## config.mk

```make
export PLATFORM = sky130hd
export DESIGN_NAME = switch_port_state_tail_tag
export DESIGN_NICKNAME = d
export VERILOG_FILES = /design/src/shared/port_tag_pkg.sv /design/src/core/crc32_calc.sv /design/src/core/tail_tag_decode.sv /design/src/core/switch_port_state_tail_tag.sv
export VERILOG_INCLUDE_DIRS = /design/src /design/src/shared
export SDC_FILE = /design/constraint.sdc
export NUM_CORES = 1
export LEC_CHECK = 0
export BUFFER_PORTS_ARGS = -buffer_cell sky130_fd_sc_hd__buf_2
export CAP_MARGIN = 10
export CORE_MARGIN = 1
export CORE_UTILIZATION = 25
export CTS_CLUSTER_SIZE = 28
export DETAILED_ROUTE_END_ITERATION = 7
export PLACE_DENSITY = 0.44
export SYNTH_ARGS = -nofsm -noshare
export SYNTH_HDL_FRONTEND = slang
export SYNTH_SLANG_ARGS = --single-unit
export TNS_END_PERCENT = 50
```

## constraint.sdc

```tcl
create_clock -name SYS_CLK_I -period 4.1 [get_ports SYS_CLK_I]
set_clock_uncertainty 0.1 [all_clocks]
set_input_delay 0.82 -clock SYS_CLK_I [delete_from_list [all_inputs] [get_ports SYS_CLK_I]]
set_output_delay 0.82 -clock SYS_CLK_I [all_outputs]
set_load 0.05 [all_outputs]
```

## src/shared/port_tag_params.svh

```systemverilog
// Register offsets, field positions, reset values and framing constants of the port tag block
`ifndef PORT_TAG_PARAMS_SVH
`define PORT_TAG_PARAMS_SVH

// Word indices on the register bus (byte address = index * 4)
`define IDX_PORT1     6'h00
`define IDX_PORT5     6'h04
`define IDX_GLOBAL    6'h05
`define IDX_DSCP0     6'h06
`define IDX_DSCP3     6'h09
`define IDX_STATUS    6'h0a

// Per-port control word fields
`define PC_STRIP      1
`define PC_INSERT     2
`define PC_CEIL       7
`define PC_PCP_LSB    8
`define PC_TX_EN      12
`define PC_RX_EN      13
`define PC_LEARN_DIS  14
`define PC_VID_LSB    16

// Global control word fields
`define GL_TAIL_EN    1
`define GL_FLUSH_STA  4
`define GL_FLUSH_DYN  5

// Reset values
`define PC_RESET      32'h0001_3000
`define GL_RESET      32'h0000_0000
`define GL_FLUSH_MASK 32'h0000_0030

// Framing constants
`define TPID_HI       8'h81
`define TPID_LO       8'h00
`define CRC_INIT      32'hffff_ffff
`define CRC_POLY      32'hedb8_8320
`define TAG_POS       5'h0c
`define TAG_END       5'h10
`define HOST_PORT     3'h5

`endif

```

## src/shared/port_tag_pkg.sv

```systemverilog
// Types shared by the port tag block
package port_tag_pkg;
  // Egress editor phases
  typedef enum logic [1:0] {
    ED_DATA   = 2'b00,
    ED_INSERT = 2'b01,
    ED_TAIL   = 2'b10,
    ED_FCS    = 2'b11
  } edit_state_e;

  // One bit per switch port, bit 0 = port 1, bit 4 = host port
  typedef logic [4:0] port_mask_t;
endpackage

```

## src/core/crc32_calc.sv

```systemverilog
// One byte step of the reflected Ethernet CRC-32
`include "port_tag_params.svh"

module crc32_calc (
  // Running remainder and next byte
  input  wire logic [31:0] crc_i,
  input  wire logic [7:0]  data_i,
  // Remainder after the byte
  output logic      [31:0] crc_o
);

  // Bit-serial fold, least significant bit first as on the wire
  always_comb begin
    crc_o = crc_i;
    for (int i = 0; i < 8; i++) begin
      if (crc_o[0] ^ data_i[i]) begin
        crc_o = (crc_o >> 1) ^ `CRC_POLY;
      end else begin
        crc_o = crc_o >> 1;
      end
    end
  end

endmodule // crc32_calc

```

## src/core/tail_tag_decode.sv

```systemverilog
// Decoder for the tail tag byte a host appends to frames it sends
module tail_tag_decode (
  // Tag byte
  input  wire logic [7:0] tag_i,
  // Decoded fields
  output logic            lookup_o,
  output logic            directed_o,
  output logic            reserved_o,
  output logic      [3:0] dest_o,
  output logic      [1:0] queue_o,
  output logic            queue_valid_o
);

  // Bit 7 hands the frame to address lookup, else bits [3:0] steer it
  always_comb begin
    lookup_o      = tag_i[7];
    directed_o    = 1'b0;
    reserved_o    = 1'b0;
    dest_o        = 4'h0;
    queue_o       = tag_i[5:4];
    queue_valid_o = 1'b0;
    if (!tag_i[7]) begin
      unique case (tag_i[3:0])
        4'h1, 4'h2, 4'h4, 4'h8, 4'hf: begin
          dest_o     = tag_i[3:0];
          directed_o = 1'b1;
        end
        // All-zero and non-listed masks are refused rather than guessed
        default: begin
          reserved_o = 1'b1;
        end
      endcase
      queue_valid_o = directed_o & ~tag_i[6];
    end
  end

endmodule // tail_tag_decode

```

## src/core/switch_port_state_tail_tag.sv

```systemverilog
// Per-port frame handling: tag edit, priority, spanning tree gating, tail tag
`include "port_tag_params.svh"

module switch_port_state_tail_tag (
  // Clock and reset
  input  wire logic                     SYS_CLK_I,
  input  wire logic                     RESET_N_I,
  // Avalon-MM register slave
  input  wire logic [7:0]               AVS_ADDRESS_I,
  input  wire logic                     AVS_READ_I,
  input  wire logic                     AVS_WRITE_I,
  input  wire logic [31:0]              AVS_WRITEDATA_I,
  input  wire logic [3:0]               AVS_BYTEENABLE_I,
  output logic      [31:0]              AVS_READDATA_O,
  output logic                          AVS_WAITREQUEST_O,
  // Ingress classification request
  input  wire logic                     IN_VALID_I,
  input  wire logic [2:0]               IN_PORT_I,
  input  wire logic                     IN_TAGGED_I,
  input  wire logic [2:0]               IN_PCP_I,
  input  wire logic                     IN_IS_IP_I,
  input  wire logic [7:0]               IN_TOS_I,
  input  wire port_tag_pkg::port_mask_t IN_LOOKUP_MASK_I,
  input  wire logic                     IN_OVERRIDE_HIT_I,
  input  wire logic [7:0]               IN_TAIL_TAG_I,
  // Ingress classification answer
  output logic                          CL_VALID_O,
  output logic      [2:0]               CL_PCP_O,
  output logic      [1:0]               CL_DSCP_PRIO_O,
  output port_tag_pkg::port_mask_t      CL_FWD_MASK_O,
  output logic      [1:0]               CL_QUEUE_O,
  output logic                          CL_QUEUE_VALID_O,
  output logic                          CL_LEARN_O,
  // Address table flush requests
  output logic                          FLUSH_DYN_O,
  output logic                          FLUSH_STA_O,
  output logic      [3:0]               FLUSH_PORTS_O,
  // Egress byte stream in, frame without check sequence
  input  wire logic                     EG_VALID_I,
  input  wire logic [7:0]               EG_DATA_I,
  input  wire logic                     EG_LAST_I,
  input  wire logic [2:0]               EG_SRC_PORT_I,
  input  wire logic [2:0]               EG_DST_PORT_I,
  input  wire logic                     EG_TAGGED_I,
  output logic                          EG_READY_O,
  // Egress byte stream out, with check sequence
  output logic                          TX_VALID_O,
  output logic      [7:0]               TX_DATA_O,
  output logic                          TX_LAST_O,
  input  wire logic                     TX_READY_I
);
  import port_tag_pkg::*;

  // ****************************************************************
  // State
  // ****************************************************************
  typedef struct packed {
    logic [4:0][31:0] pc;
    logic [31:0]      gl;
    logic [127:0]     dscp;
    logic             ack;
    logic [31:0]      rdata;
    logic             flush_dyn;
    logic             flush_sta;
    logic [3:0]       flush_ports;
    logic             cl_valid;
    logic [2:0]       cl_pcp;
    logic [1:0]       cl_prio;
    port_mask_t       cl_mask;
    logic [1:0]       cl_queue;
    logic             cl_qv;
    logic             cl_learn;
    logic [7:0]       last_tail;
    edit_state_e      st;
    logic [4:0]       cnt;
    logic [1:0]       idx;
    logic             ins_done;
    logic [31:0]      crc;
    logic             tx_valid;
    logic [7:0]       tx_data;
    logic             tx_last;
    logic [15:0]      frames;
  } main_state_s;

  main_state_s s_reg;
  main_state_s s_next;

  // ****************************************************************
  // Helpers
  // ****************************************************************
  // One-hot mask bit of a port number, zero for out-of-range numbers
  function automatic port_mask_t port_bit(input logic [2:0] p);
    unique case (p)
      3'h1: port_bit = 5'h01;
      3'h2: port_bit = 5'h02;
      3'h3: port_bit = 5'h04;
      3'h4: port_bit = 5'h08;
      3'h5: port_bit = 5'h10;
      default: port_bit = 5'h00;
    endcase
  endfunction

  // Control word slot of a port; stray numbers fall on port 1
  function automatic logic [2:0] pidx(input logic [2:0] p);
    pidx = (p >= 3'h1 && p <= 3'h5) ? p - 3'h1 : 3'h0;
  endfunction

  // Byte-enable merge of a bus write
  function automatic logic [31:0] be_merge(input logic [31:0] old_v,
                                           input logic [31:0] new_v,
                                           input logic [3:0]  be);
    for (int b = 0; b < 4; b++) begin
      be_merge[8*b +: 8] = be[b] ? new_v[8*b +: 8] : old_v[8*b +: 8];
    end
  endfunction

  // ****************************************************************
  // Submodules
  // ****************************************************************
  logic        emit;
  logic        emit_last;
  logic        emit_crc;
  logic [7:0]  emit_byte;
  logic [31:0] crc_n;
  logic        tt_lookup;
  logic        tt_directed;
  logic        tt_reserved;
  logic [3:0]  tt_dest;
  logic [1:0]  tt_queue;
  logic        tt_qv;

  crc32_calc u_crc (
    .crc_i  (s_reg.crc),
    .data_i (emit_byte),
    .crc_o  (crc_n)
  );

  tail_tag_decode u_tail (
    .tag_i         (IN_TAIL_TAG_I),
    .lookup_o      (tt_lookup),
    .directed_o    (tt_directed),
    .reserved_o    (tt_reserved),
    .dest_o        (tt_dest),
    .queue_o       (tt_queue),
    .queue_valid_o (tt_qv)
  );

  // ****************************************************************
  // Next-state logic
  // ****************************************************************
  logic        req;
  logic        out_free;
  logic        tail_en;
  logic        dropping;
  logic        do_ins;
  logic [31:0] src_pc;
  logic [31:0] dst_pc;
  logic [31:0] in_pc;
  logic [15:0] tci;
  logic [5:0]  ridx;
  logic [2:0]  dflt_pcp;
  logic [5:0]  cp;
  port_mask_t  tx_ok;
  port_mask_t  in_bit;
  port_mask_t  mask;

  assign req               = AVS_READ_I | AVS_WRITE_I;
  assign AVS_WAITREQUEST_O = req & ~s_reg.ack;
  assign out_free          = ~s_reg.tx_valid | TX_READY_I;
  assign tail_en           = s_reg.gl[`GL_TAIL_EN];
  assign src_pc            = s_reg.pc[pidx(EG_SRC_PORT_I)];
  assign dst_pc            = s_reg.pc[pidx(EG_DST_PORT_I)];
  assign in_pc             = s_reg.pc[pidx(IN_PORT_I)];
  assign ridx              = AVS_ADDRESS_I[7:2];
  assign dropping          = dst_pc[`PC_STRIP] & EG_TAGGED_I
                             & s_reg.cnt >= `TAG_POS & s_reg.cnt < `TAG_END;
  assign do_ins            = dst_pc[`PC_INSERT] & ~EG_TAGGED_I & ~s_reg.ins_done;
  assign tci               = {src_pc[`PC_PCP_LSB +: 3], 1'b0, src_pc[`PC_VID_LSB +: 12]};
  assign EG_READY_O        = s_reg.st == ED_DATA & (out_free | dropping)
                             & ~(s_reg.cnt == `TAG_POS & do_ins);

  // Ports 1-4 gate transmit by their state; the host port never closes
  always_comb begin
    tx_ok = 5'h10;
    for (int p = 0; p < 4; p++) begin
      tx_ok[p] = s_reg.pc[p][`PC_TX_EN];
    end
  end

  always_comb begin
    s_next              = s_reg;
    s_next.flush_dyn    = 1'b0;
    s_next.flush_sta    = 1'b0;
    s_next.cl_valid     = 1'b0;
    emit                = 1'b0;
    emit_last           = 1'b0;
    emit_crc            = 1'b1;
    emit_byte           = EG_DATA_I;
    dflt_pcp            = in_pc[`PC_PCP_LSB +: 3];
    cp                  = IN_TOS_I[7:2];
    in_bit              = port_bit(IN_PORT_I);
    mask                = 5'h00;

    // Register bus: answer on the second edge, write on that same edge
    s_next.ack = req & ~s_reg.ack;
    if (AVS_READ_I & ~s_reg.ack) begin
      s_next.rdata = 32'h0000_0000;
      if (ridx <= `IDX_PORT5) begin
        s_next.rdata = s_reg.pc[ridx[2:0]];
      end else if (ridx == `IDX_GLOBAL) begin
        s_next.rdata = s_reg.gl;
      end else if (ridx >= `IDX_DSCP0 && ridx <= `IDX_DSCP3) begin
        s_next.rdata = s_reg.dscp[32*(ridx - `IDX_DSCP0) +: 32];
      end else if (ridx == `IDX_STATUS) begin
        s_next.rdata = {8'h00, s_reg.frames, s_reg.last_tail};
      end
    end
    if (AVS_WRITE_I & s_reg.ack) begin
      if (ridx <= `IDX_PORT5) begin
        s_next.pc[ridx[2:0]] = be_merge(s_reg.pc[ridx[2:0]], AVS_WRITEDATA_I, AVS_BYTEENABLE_I);
      end else if (ridx == `IDX_GLOBAL) begin
        // Flush bits act once and never read back as set
        s_next.gl = be_merge(s_reg.gl, AVS_WRITEDATA_I, AVS_BYTEENABLE_I) & ~`GL_FLUSH_MASK;
        s_next.flush_dyn = AVS_BYTEENABLE_I[0] & AVS_WRITEDATA_I[`GL_FLUSH_DYN];
        s_next.flush_sta = AVS_BYTEENABLE_I[0] & AVS_WRITEDATA_I[`GL_FLUSH_STA];
        for (int p = 0; p < 4; p++) begin
          s_next.flush_ports[p] = s_reg.pc[p][`PC_LEARN_DIS];
        end
      end else if (ridx >= `IDX_DSCP0 && ridx <= `IDX_DSCP3) begin
        s_next.dscp[32*(ridx - `IDX_DSCP0) +: 32] =
          be_merge(s_reg.dscp[32*(ridx - `IDX_DSCP0) +: 32], AVS_WRITEDATA_I, AVS_BYTEENABLE_I);
      end
    end

    // Ingress classification, one cycle after the request
    if (IN_VALID_I) begin
      s_next.cl_valid = 1'b1;
      s_next.cl_pcp   = (in_pc[`PC_CEIL] & IN_TAGGED_I & IN_PCP_I > dflt_pcp)
                        ? dflt_pcp : IN_PCP_I;
      s_next.cl_prio  = IN_IS_IP_I ? s_reg.dscp[{cp, 1'b0} +: 2] : 2'h0;
      s_next.cl_queue = 2'h0;
      s_next.cl_qv    = 1'b0;
      if (IN_PORT_I == `HOST_PORT) begin
        // Host frames: tail tag steers them when the mode is on
        s_next.cl_learn = 1'b1;
        if (tail_en) begin
          s_next.last_tail = IN_TAIL_TAG_I;
          if (tt_lookup) begin
            mask = IN_LOOKUP_MASK_I & tx_ok & 5'h0f;
          end else if (tt_directed) begin
            // Directed frames bypass port state: the host owns that choice
            mask            = {1'b0, tt_dest};
            s_next.cl_queue = tt_queue;
            s_next.cl_qv    = tt_qv;
          end else begin
            mask = 5'h00;
          end
        end else begin
          mask = IN_LOOKUP_MASK_I & tx_ok & 5'h0f;
        end
      end else begin
        // Ports 1-4: receive enable, learn disable and override select the path
        s_next.cl_learn = ~in_pc[`PC_LEARN_DIS];
        if (in_pc[`PC_RX_EN]) begin
          mask = IN_LOOKUP_MASK_I & tx_ok & ~in_bit;
        end else if (IN_OVERRIDE_HIT_I) begin
          mask = 5'h10;
        end else if (~in_pc[`PC_LEARN_DIS]) begin
          mask = IN_LOOKUP_MASK_I & 5'h10;
        end else begin
          mask = 5'h00;
        end
      end
      s_next.cl_mask = mask;
    end

    // Egress editor; output register drains, last flag with it, when the sink takes a byte
    if (s_reg.tx_valid & TX_READY_I) begin
      s_next.tx_valid = 1'b0;
      s_next.tx_last  = 1'b0;
    end
    unique case (s_reg.st)
      ED_DATA: begin
        if (EG_VALID_I & EG_READY_O) begin
          if (s_reg.cnt != `TAG_END) begin
            s_next.cnt = s_reg.cnt + 5'h01;
          end
          emit = ~dropping;
          if (EG_LAST_I) begin
            s_next.idx = 2'h0;
            s_next.st  = (EG_DST_PORT_I == `HOST_PORT & tail_en) ? ED_TAIL : ED_FCS;
          end
        end else if (s_reg.cnt == `TAG_POS & do_ins) begin
          s_next.idx = 2'h0;
          s_next.st  = ED_INSERT;
        end
      end
      ED_INSERT: begin
        if (out_free) begin
          emit = 1'b1;
          unique case (s_reg.idx)
            2'h0: emit_byte = `TPID_HI;
            2'h1: emit_byte = `TPID_LO;
            2'h2: emit_byte = tci[15:8];
            2'h3: emit_byte = tci[7:0];
          endcase
          s_next.idx = s_reg.idx + 2'h1;
          if (s_reg.idx == 2'h3) begin
            s_next.ins_done = 1'b1;
            s_next.st       = ED_DATA;
          end
        end
      end
      ED_TAIL: begin
        // Tail byte goes last in the data, covered by the check sequence
        if (out_free) begin
          emit       = 1'b1;
          emit_byte  = {6'h00, EG_SRC_PORT_I[1:0] - 2'h1};
          s_next.idx = 2'h0;
          s_next.st  = ED_FCS;
        end
      end
      ED_FCS: begin
        if (out_free) begin
          emit      = 1'b1;
          emit_crc  = 1'b0;
          emit_byte = ~s_reg.crc[8*s_reg.idx +: 8];
          emit_last = s_reg.idx == 2'h3;
          s_next.idx = s_reg.idx + 2'h1;
          if (s_reg.idx == 2'h3) begin
            s_next.st       = ED_DATA;
            s_next.cnt      = 5'h00;
            s_next.ins_done = 1'b0;
            s_next.crc      = `CRC_INIT;
            s_next.frames   = s_reg.frames + 16'h0001;
          end
        end
      end
    endcase
    if (emit) begin
      s_next.tx_valid = 1'b1;
      s_next.tx_data  = emit_byte;
      s_next.tx_last  = emit_last;
      if (emit_crc) begin
        s_next.crc = crc_n;
      end
    end
  end

  // ****************************************************************
  // State register
  // ****************************************************************
  // Reset loads constants only; control words open all ports
  always_ff @(posedge SYS_CLK_I or negedge RESET_N_I) begin
    if (!RESET_N_I) begin
      s_reg     <= '0;
      s_reg.pc  <= {5{`PC_RESET}};
      s_reg.gl  <= `GL_RESET;
      s_reg.crc <= `CRC_INIT;
      s_reg.st  <= ED_DATA;
    end else begin
      s_reg <= s_next;
    end
  end

  // Outputs
  assign AVS_READDATA_O   = s_reg.rdata;
  assign CL_VALID_O       = s_reg.cl_valid;
  assign CL_PCP_O         = s_reg.cl_pcp;
  assign CL_DSCP_PRIO_O   = s_reg.cl_prio;
  assign CL_FWD_MASK_O    = s_reg.cl_mask;
  assign CL_QUEUE_O       = s_reg.cl_queue;
  assign CL_QUEUE_VALID_O = s_reg.cl_qv;
  assign CL_LEARN_O       = s_reg.cl_learn;
  assign FLUSH_DYN_O      = s_reg.flush_dyn;
  assign FLUSH_STA_O      = s_reg.flush_sta;
  assign FLUSH_PORTS_O    = s_reg.flush_ports;
  assign TX_VALID_O       = s_reg.tx_valid;
  assign TX_DATA_O        = s_reg.tx_data;
  assign TX_LAST_O        = s_reg.tx_last;

endmodule // switch_port_state_tail_tag

```

# ---- Word-level counts from Yosys, hierarchy flattened
# Cells that the tools add are included.
dict set report word_totals {
  reg_bits 448
  output_inout_bits 65
}
dict set report op_classes {
  n_addsub 9
  magnitude_cmp 17
  eq_ne 30
  shift 5
  muxes 98
  bitwise_logic 52
  reduce_logical 25
}
# operator n
set ops {}
lappend ops {{$mux 32} 15}
lappend ops {{$bmux 32 s3} 4}
lappend ops {{$bwmux 160} 1}
lappend ops {{$bwmux 128} 1}
lappend ops {{$shift 32x34->128 const A} 1}
lappend ops {{$shiftx 128x33->32} 1}
lappend ops {{$shiftx 128x8->2} 1}
lappend ops {{$shiftx 32x34->128} 1}
lappend ops {{$not 13->14} 8}
lappend ops {{$mux 8} 13}
lappend ops {{$demux 32 s3} 1}
lappend ops {{$mux 42} 2}
lappend ops {{$neg 32->34} 1}
lappend ops {{$mux 33} 1}
lappend ops {{$pmux 8 s4} 1}
lappend ops {{$shiftx 32x6->8} 1}
lappend ops {{$mux 3} 10}
lappend ops {{$mux 5} 6}
lappend ops {{$mux 28} 1}
lappend ops {{$pmux 5 s5} 1}
lappend ops {{$mux 24} 1}
lappend ops {{$pmux 8 s3} 1}
lappend ops {{$mux 23} 1}
lappend ops {{$mux 2} 11}
lappend ops {{57 further kinds} 151}

# ---- Depth between registers and ports, before layout
# Gate-level depths: netlist (run 1).
dict set report logic_depth {
  word_depth 26
  ltp_mapped 21
  ltp_nobuf 18
}

# ---- By module
# From an unflattened synthesis (run 1), not the netlist that was laid out.
dict set report hier_totals {
  hier_cells 2312
  hier_area_um2 26301.5
}
# mod instances cells_each area_each_um2 seq_area_each_um2
set by_module_without_submodules {}
lappend by_module_without_submodules {switch_port_state_tail_tag 1 2214 25338.1 11269.6}
lappend by_module_without_submodules {crc32_calc 1 70 769.5 0.0}
lappend by_module_without_submodules {tail_tag_decode 1 28 193.9 0.0}

# ---- Worst setup path before layout (run 1)
# OpenSTA, ideal clock, no wires.
dict set report synth_path {
  kind {in2reg}
  startpoint {in AVS_ADDRESS_I[3]}
  endpoint {reg s_reg[206] (netlist name)}
  setup_ps 145
  t_arrival_ps 5380
  required_time_ps 3855
  path_slack_ps -1525
  path_stages 20
  path_buffers 5
  path_cell_list {clkbuf_1 > clkbuf_1 > inv_1 > ha_1 > nor2b_1 > buf_6 > and2_4 > nand2_1 > ha_1 > or4b_2 > nor4_1 > a41oi_1 > nor4_1 > o211ai_1 > or4b_4 > or4_1 > buf_2 > buf_2 > nand2_1 > o31ai_2}
}
dict set report synth_between {
  elab_chain_len 5
  word_cells_on_any_way 18
}
# element line_no
set synth_lines {}
lappend synth_lines {{from (decl)} switch_port_state_tail_tag.sv:9} ;# input wire logic [7:0] AVS_ADDRESS_I,
lappend synth_lines {{$sub 6x3->7 (no source line)} n/a}
lappend synth_lines {{$shiftx 128x33->32} switch_port_state_tail_tag.sv:231} ;# be_merge(s_reg.dscp[32*(ridx - `IDX_DSCP0) +: 32], AVS_WRITEDATA_I, AVS_BYTEENABLE_I);
lappend synth_lines {{$mux 8} switch_port_state_tail_tag.sv:113} ;# be_merge[8*b +: 8] = be[b] ? new_v[8*b +: 8] : old_v[8*b +: 8];
lappend synth_lines {{$shiftx 32x34->128} switch_port_state_tail_tag.sv:230} ;# s_next.dscp[32*(ridx - `IDX_DSCP0) +: 32] =
lappend synth_lines {{$bwmux 128} switch_port_state_tail_tag.sv:230}
lappend synth_lines {{to (signal assigned)} switch_port_state_tail_tag.sv:362} ;# s_reg <= s_next;
lappend synth_lines {{to (decl)} switch_port_state_tail_tag.sv:85} ;# main_state_s s_reg;
# Several ways; a longest one is shown, not always the timed one.
# A chain may end at the register's enable or synchronous reset.

# ---- Worst setup path after layout (run 1)
dict set report layout_path {
  startpoint {in AVS_ADDRESS_I[3]}
  endpoint {reg s_reg[198] (netlist name)}
}
# The elaborated chain is that of the path after synthesis.

==> results of run 1 <==
-- worst min-delay path by stage --
stage	start	to	slack, ps
global placement	AVS_READDATA_O[0]	AVS_READDATA_O[0]	360
global route	RESET_N_I	s_reg[158]	230
finish	RESET_N_I	s_reg[158]	150
floorplan	s_reg[72]	s_reg[72]	350
detailed placement	CL_FWD_MASK_O[3]	CL_FWD_MASK_O[3]	370
CTS	RESET_N_I	s_reg[254]	210
-- what timing repair did --
item	CTS	global route
cloned	3	3
setup buffers	5	3
pin swaps	2	1
gates resized for setup	25	11
endpoints found under the setup margin	96	107
hold endpoints to repair	0	0
-- layout by cell type (no fill, tap or decap), drive strengths merged, types with 11 or more instances in the layout --
master and n:
a21oi 122, a221oi 16, a22o 33, a22oi 40, and2 18, and3 13
buf 379, clkbuf 88, clkinv 12, dfrtp 401, dfstp 47, ha 34
inv 36, mux2 298, mux2i 29, mux4 110, nand2 218, nand2b 11
nand3 31, nor2 124, nor2b 13, nor3 44, o211ai 13, o21ai 119
o31ai 53, xnor2 51, xor2 47
-- metal layers --
metal	track usage (%)	vias up	routed length [um]	share of wire [%]
met5	0	-	22	0.025
met4	4.00	4	1780	2.0
met3	2.52	102	4620	5.3
met2	28.3	581	43100	49
met1	22.3	9995	38300	44
li1	-	8716	-	-
-- worst reg2reg max path, cell delays in order, from the launching register on --
cell,delay (ps)
dfrtp_1,400
ha_1,230
buf_4,220
o21ai_0,410
o211ai_1,150
nand2_1,90
a31oi_1,80
o31ai_1,710
xor2_2,180
buf_12,200
xor3_1,380
xnor2_1,220
xnor2_1,150
a21oi_1,90
-- power by group --
| part | switching [mW] | total [mW] | leakage (nW) | internal [mW] |
|---|---|---|---|---|
| combinational | 3.26 | 6.19 | 6.85 | 2.93 |
| sequential | 0.347 | 5.28 | 6.00 | 4.94 |
| clock | 2.05 | 5.04 | 0.914 | 2.99 |
| total | 5.66 | 16.5 | 13.8 | 10.8 |
-- cells by family after synthesis --
| kind of cell | synth area share [%] |
|---|---|
| AO/OA/AOI/OAI | 12.6 |
| XOR/XNOR | 3.80 |
| buffers and inverters | 4.85 |
| adder cells (fa/ha/maj) | 1.66 |
| multiplexers | 23.9 |
| AND/OR/NAND/NOR | 9.08 |
| flip-flops | 44.0 |
-- per-stage QoR --
step | std cells | power, mW
final | 3887 | 16.5
after detailed placement | 3770 | 11.5
after global routing | 3887 | 17.4
after floorplan | 2261 | 9.24
after CTS | 3881 | 16.7
after global placement | 3770 | 11.5
-- layout make-up --
| cell class | count | area [um^2] |
|---|---|---|
| Antenna cell | 1 | 2.50 |
| Clock buffer | 85 | 1670 |
| Clock inverter | 18 | 200 |
| Fill cell | 10361 | 69500 |
| Inverter | 37 | 148 |
| Multi-Input combinational cell | 1559 | 13300 |
| Sequential cell | 448 | 11300 |
| Tap cell | 1357 | 1700 |
| Timing Repair Buffer | 382 | 2860 |
==> results.tsv, run 1 <==
metric	value	unit
crit_path_max_fanout	7	
worstPathRequired	4550	ps
hold_violations	0	
reg2reg_depth	13	
avgSynthCellArea	11.3	um^2
outcome	finished, violations left	
synth-seq-cells	448	
crit_top_cell	ha_4	
dr.pass1.iters	6	
clk_latency	640	ps
syn_to_final_growth	21.9	%
yosys.area.top_type	dfrtp_1	
crit_path_end_kind	flip-flop	
synth_seq_area_share	44.0	%
clock_path_buffers	3	
drv_cap	0	
timing.rr.start	s_reg[59]	
cts_tree	built	
ios	162	
period_needed	4460	ps
hold_class	primary input to async pin	
synth_area_leaders	dfrtp_1, mux2_2, mux4_2	
worstPathCellList	buf_8 -> ha_4 -> nor3b_2 -> a21oi_1 -> nor2_1 -> a21oi_2 -> o21ai_2 -> and3_4 -> inv_2 -> ha_4 -> or4bb_1 -> nor4_2 -> a41oi_1 -> nor4_1 -> o211ai_1 -> or4b_4 -> or4_4 -> buf_12 -> clkbuf_16 -> o31ai_2	
worst-path-stages	20	
netlist.area_leader.share	39.2	%
start_util	25.4	%
violations	setup timing	
drive_gt1_share	40.8	%
leakage	13.8	nW
path_clk_slew	60	ps
antenna_found_initial	5	
viasPerCell	4.99	
htreeDepth	2	
synthFlopType	dfrtp_1	
r2r_end	s_reg[45]	
setup_ws	-363	ps
holdBufCountCts	0	
num_rows	116	
grt_pass1_vias	19932	
worst_pin_slew	1110	ps
die_w	322	um
startpoint_type	primary input	
critical_path.startpoint	AVS_ADDRESS_I[3]	
cp_data_arrival_time	4910	ps
cts_buffers	56	
drc	0	
syn_nets	2392	
synth_edf_count	0	
finalNetCount	2615	
grt.total_usage	16.7	%
fmax	224	MHz
rsz0062_at_grt	true	
synth-async-reset-ratio	100	%
final_area	31200	um^2
die_area	104000	um^2
crit_end	s_reg[198]	
cts-root-buf	clkbuf_16	
setup_violations	96	
synth.cell_area	25600	um^2
hold_ws	151	ps
core	101000	um^2
max_slew_margin	25.5	%
grt_pass1_wl	132000	um
drt-wirelength-per-cell	22.6	um
largest_reg_flops	385	
synth_cell_types	85	
vias	19398	
synth-warning-count	0	
period_share	109	%
netlist_instances	2261	
synth_common_cells	dfrtp_1, mux2_2, nand2_1	
crit_buf_inv	4	
fin_util	31.0	%
die_height	322	um
cpPeakStageDelay	580	ps
overflow	0	
io_buffers	157	
crit_family	simple AND/OR/NAND/NOR gates	
crit_type	primary input to flip-flop	
drt_iter0_drc	1668	
grt_max_degree	107	
place_ws	-1050	ps
slowest_stage	or4b_4	
slew_violations	0	
cts.sink_count	448	
antenna_left	0	
rrSetupSlack	360	ps
power_density	529	nW/um^2
drt-total-wl	87800	um
setup_tns	-25000	ps
dpl-instance-area	29000	um^2
ir_drop	0.531	mV
globalplace.congestion	0.856	
dpl.hpwl	62300	um
synth_most_common_cell	dfrtp_1	
(Power assumes the default switching activity.)
==> inputs of run 2 (changes only) <==
PLACE_DENSITY = 0.45   (was 0.44)
clock period = 4 ns   (was 4.1 ns; I/O delays follow)
==> run 2 against run 1 <==
The flow still finishes with violations (setup timing). Highest routed layer is now met4. Non-clock buffer count grew 23. Critical path depth grew 1. Clock power is essentially flat. Largest power group unchanged. Via count grew 1.1%. Design area grew 0.86%. Worst setup slack gained 31 ps. Cell count grew 0.64%. First-iteration DRC count shrank 1.9%. Sequential cell count is the same. Worst hold slack lost 70 ps.
==> results.tsv, run 2 (same netlist as run 1, synthesis figures left out) <==
metric	value	unit	change
outcome	finished, violations left		
violations	setup timing		
nFillCells	10289		-0.69%
cts_buffers	56		unchanged
htreeDepth	2		unchanged
globalplace.congestion	0.844		-1.5%
ios	162		unchanged
antenna_found_initial	4		-1
grt.total_usage	16.6	%	-0.18 points
layout_commonest_cell	dfrtp_1		
grt_pass1_wl	131000	um	-0.94%
finalNetCount	2638		+0.88%
setup_ws	-333	ps	+30.6 ps
final_area	31500	um^2	+0.86%
setup_violations	96		unchanged
finalPower	16.9	mW	+2.5%
fin_util	31.2	%	+0.27 points
drt-wirelength-per-cell	22.3	um	-1.4%
num_rows	116		unchanged
start_util	25.4	%	unchanged
place_ws	-1110	ps	-59.2 ps
core	101000	um^2	unchanged
period_needed	4330	ps	
leakage	13.9	nW	+0.93%
period_share	108	%	
timing.rr.start	s_reg[66]		
syn_to_final_growth	22.9	%	
crit_path_end_kind	flip-flop		
drt-total-wl	87100	um	-0.78%
drc	0		unchanged
hold_class	primary input to async pin		
switching_share	34.2	%	-0.061 points
overflow	0		unchanged
drive_gt1_share	41.0	%	+0.19 points
grt_max_degree	82		-23%
grt_pass1_vias	20277		+1.7%
critical_path.startpoint	AVS_ADDRESS_I[3]		
rsz0062_at_grt	true		
crit_path_max_fanout	8		+1
holdBufCountCts	0		unchanged
cts-root-buf	clkbuf_16		
viasPerCell	5.01		+0.44%
cts_tree	built		
hold_violations	0		unchanged
power_frac_clock	30.0	%	-0.5 points
p_int	11.1	mW	+2.6%
die_w	322	um	unchanged
drt_iter0_drc	1637		-1.9%
power_density	538	nW/um^2	+1.6%
setup_tns	-22800	ps	+2200 ps
antenna_left	0		unchanged
p_sw	5.79	mW	+2.3%
cts.sink_count	448		unchanged
clock_path_buffers	3		unchanged
die_height	322	um	unchanged
vias	19609		+1.1%
worstPathRequired	4390	ps	-160 ps
path_clk_slew	60	ps	about the same
layout_common_cells	dfrtp_1, mux2_2, buf_4		
power.share.combinational	38.1	%	+0.6 points
max_slew_margin	30.1	%	+4.5 points
die_area	104000	um^2	unchanged
startpoint_type	primary input		
dpl.hpwl	62200	um	-0.27%
drv_cap	0		unchanged
slew_violations	0		unchanged
io_buffers	157		unchanged
worst_pin_slew	1050	ps	-67.7 ps
instances_no_fill	3912		+0.64%
hold_ws	81.1	ps	-70.2 ps
crit_type	primary input to flip-flop		
dpl-instance-area	29200	um^2	+0.81%
dr.pass1.iters	6		unchanged
power_frac_seq	31.9	%	about the same
largest_reg_flops	385		unchanged
cp_data_arrival_time	4720	ps	-190 ps
clk_latency	630	ps	about the same
fmax	231	MHz	
dp_cells	3793		+0.61%
ir_drop	0.518	mV	-2.4%
run 2: cell count changes in the layout (fill, tap and decap cells not counted), sizes merged:
cell | previous run | this run
buf | 379 | 402
clkbuf | 88 | 83
clkinv | 12 | 16
inv | 36 | 39
bufinv | 3 | 4
clkinvlp | 4 | 3
run 2: power groups by stage:
stage                     logic, mW  registers (mW)  clock network (mW)
after floorplan                4.12            5.35                   0
after global placement         6.39            5.46                   0
after detailed placement       6.44            5.48                   0
after CTS                      6.50            5.40                5.25
after global routing           6.99            5.44                5.43
final                          6.45            5.40                5.07
run 2: final timing paths:
| path | end | slack, ps | depth (start not counted) |
|---|---|---|---|
| hold reg to reg | CL_FWD_MASK_O[3] | 370 | 1 |
| hold / removal | s_reg[155] | 80 | 1 |
| setup / recovery | s_reg[200] | -330 | 21 |
| min in group SYS_CLK_I | s_reg[74] | 290 | 3 |
| max in group asynchronous | s_reg[48] | 2720 | 2 |
| setup reg to reg | s_reg[55] | 340 | 13 |
run 2: worst max-delay path, stage by stage:
cell,delay (ps)
buf_8,100
ha_4,150
nor3b_2,150
a21oi_1,50
nor2_1,110
a21oi_1,70
o21ai_2,170
and3_4,230
inv_2,50
ha_4,200
or4bb_1,510
nor4_2,190
a41oi_2,80
nor4_2,160
o211ai_1,140
or4b_4,570
or4_4,500
buf_12,180
clkbuf_16,180
nand2_2,70
o31ai_2,50
run 2: what timing repair did:
action,in CTS,in global routing
buffers inserted,5,1
setup endpoints to repair,98,102
pin swaps,1,1
gates resized for setup,29,10
gates cloned,3,4
run 2: area by class of cell:
| cell class | instances | area (um^2) | share of cell area, % |
|---|---|---|---|
| Antenna cell | 1 | 2.50 | 0.00796 |
| Clock buffer | 80 | 1560 | 4.96 |
| Clock inverter | 25 | 279 | 0.887 |
| Inverter | 37 | 148 | 0.469 |
| Multi-Input combinational cell | 1559 | 13400 | 42.5 |
| Sequential cell | 448 | 11300 | 35.8 |
| Tap cell | 1357 | 1700 | 5.40 |
| Timing Repair Buffer | 405 | 3130 | 9.96 |
run 2: routing by layer:
metal | track usage, % | wire [um] | up-vias
met4 | 5.10 | 2740 | 0
met1 | 22.2 | 38700 | 10112
li1 | - | - | 8771
met2 | 27.5 | 41600 | 576
met3 | 2.17 | 4020 | 150
met5 | 0 | 0 | -
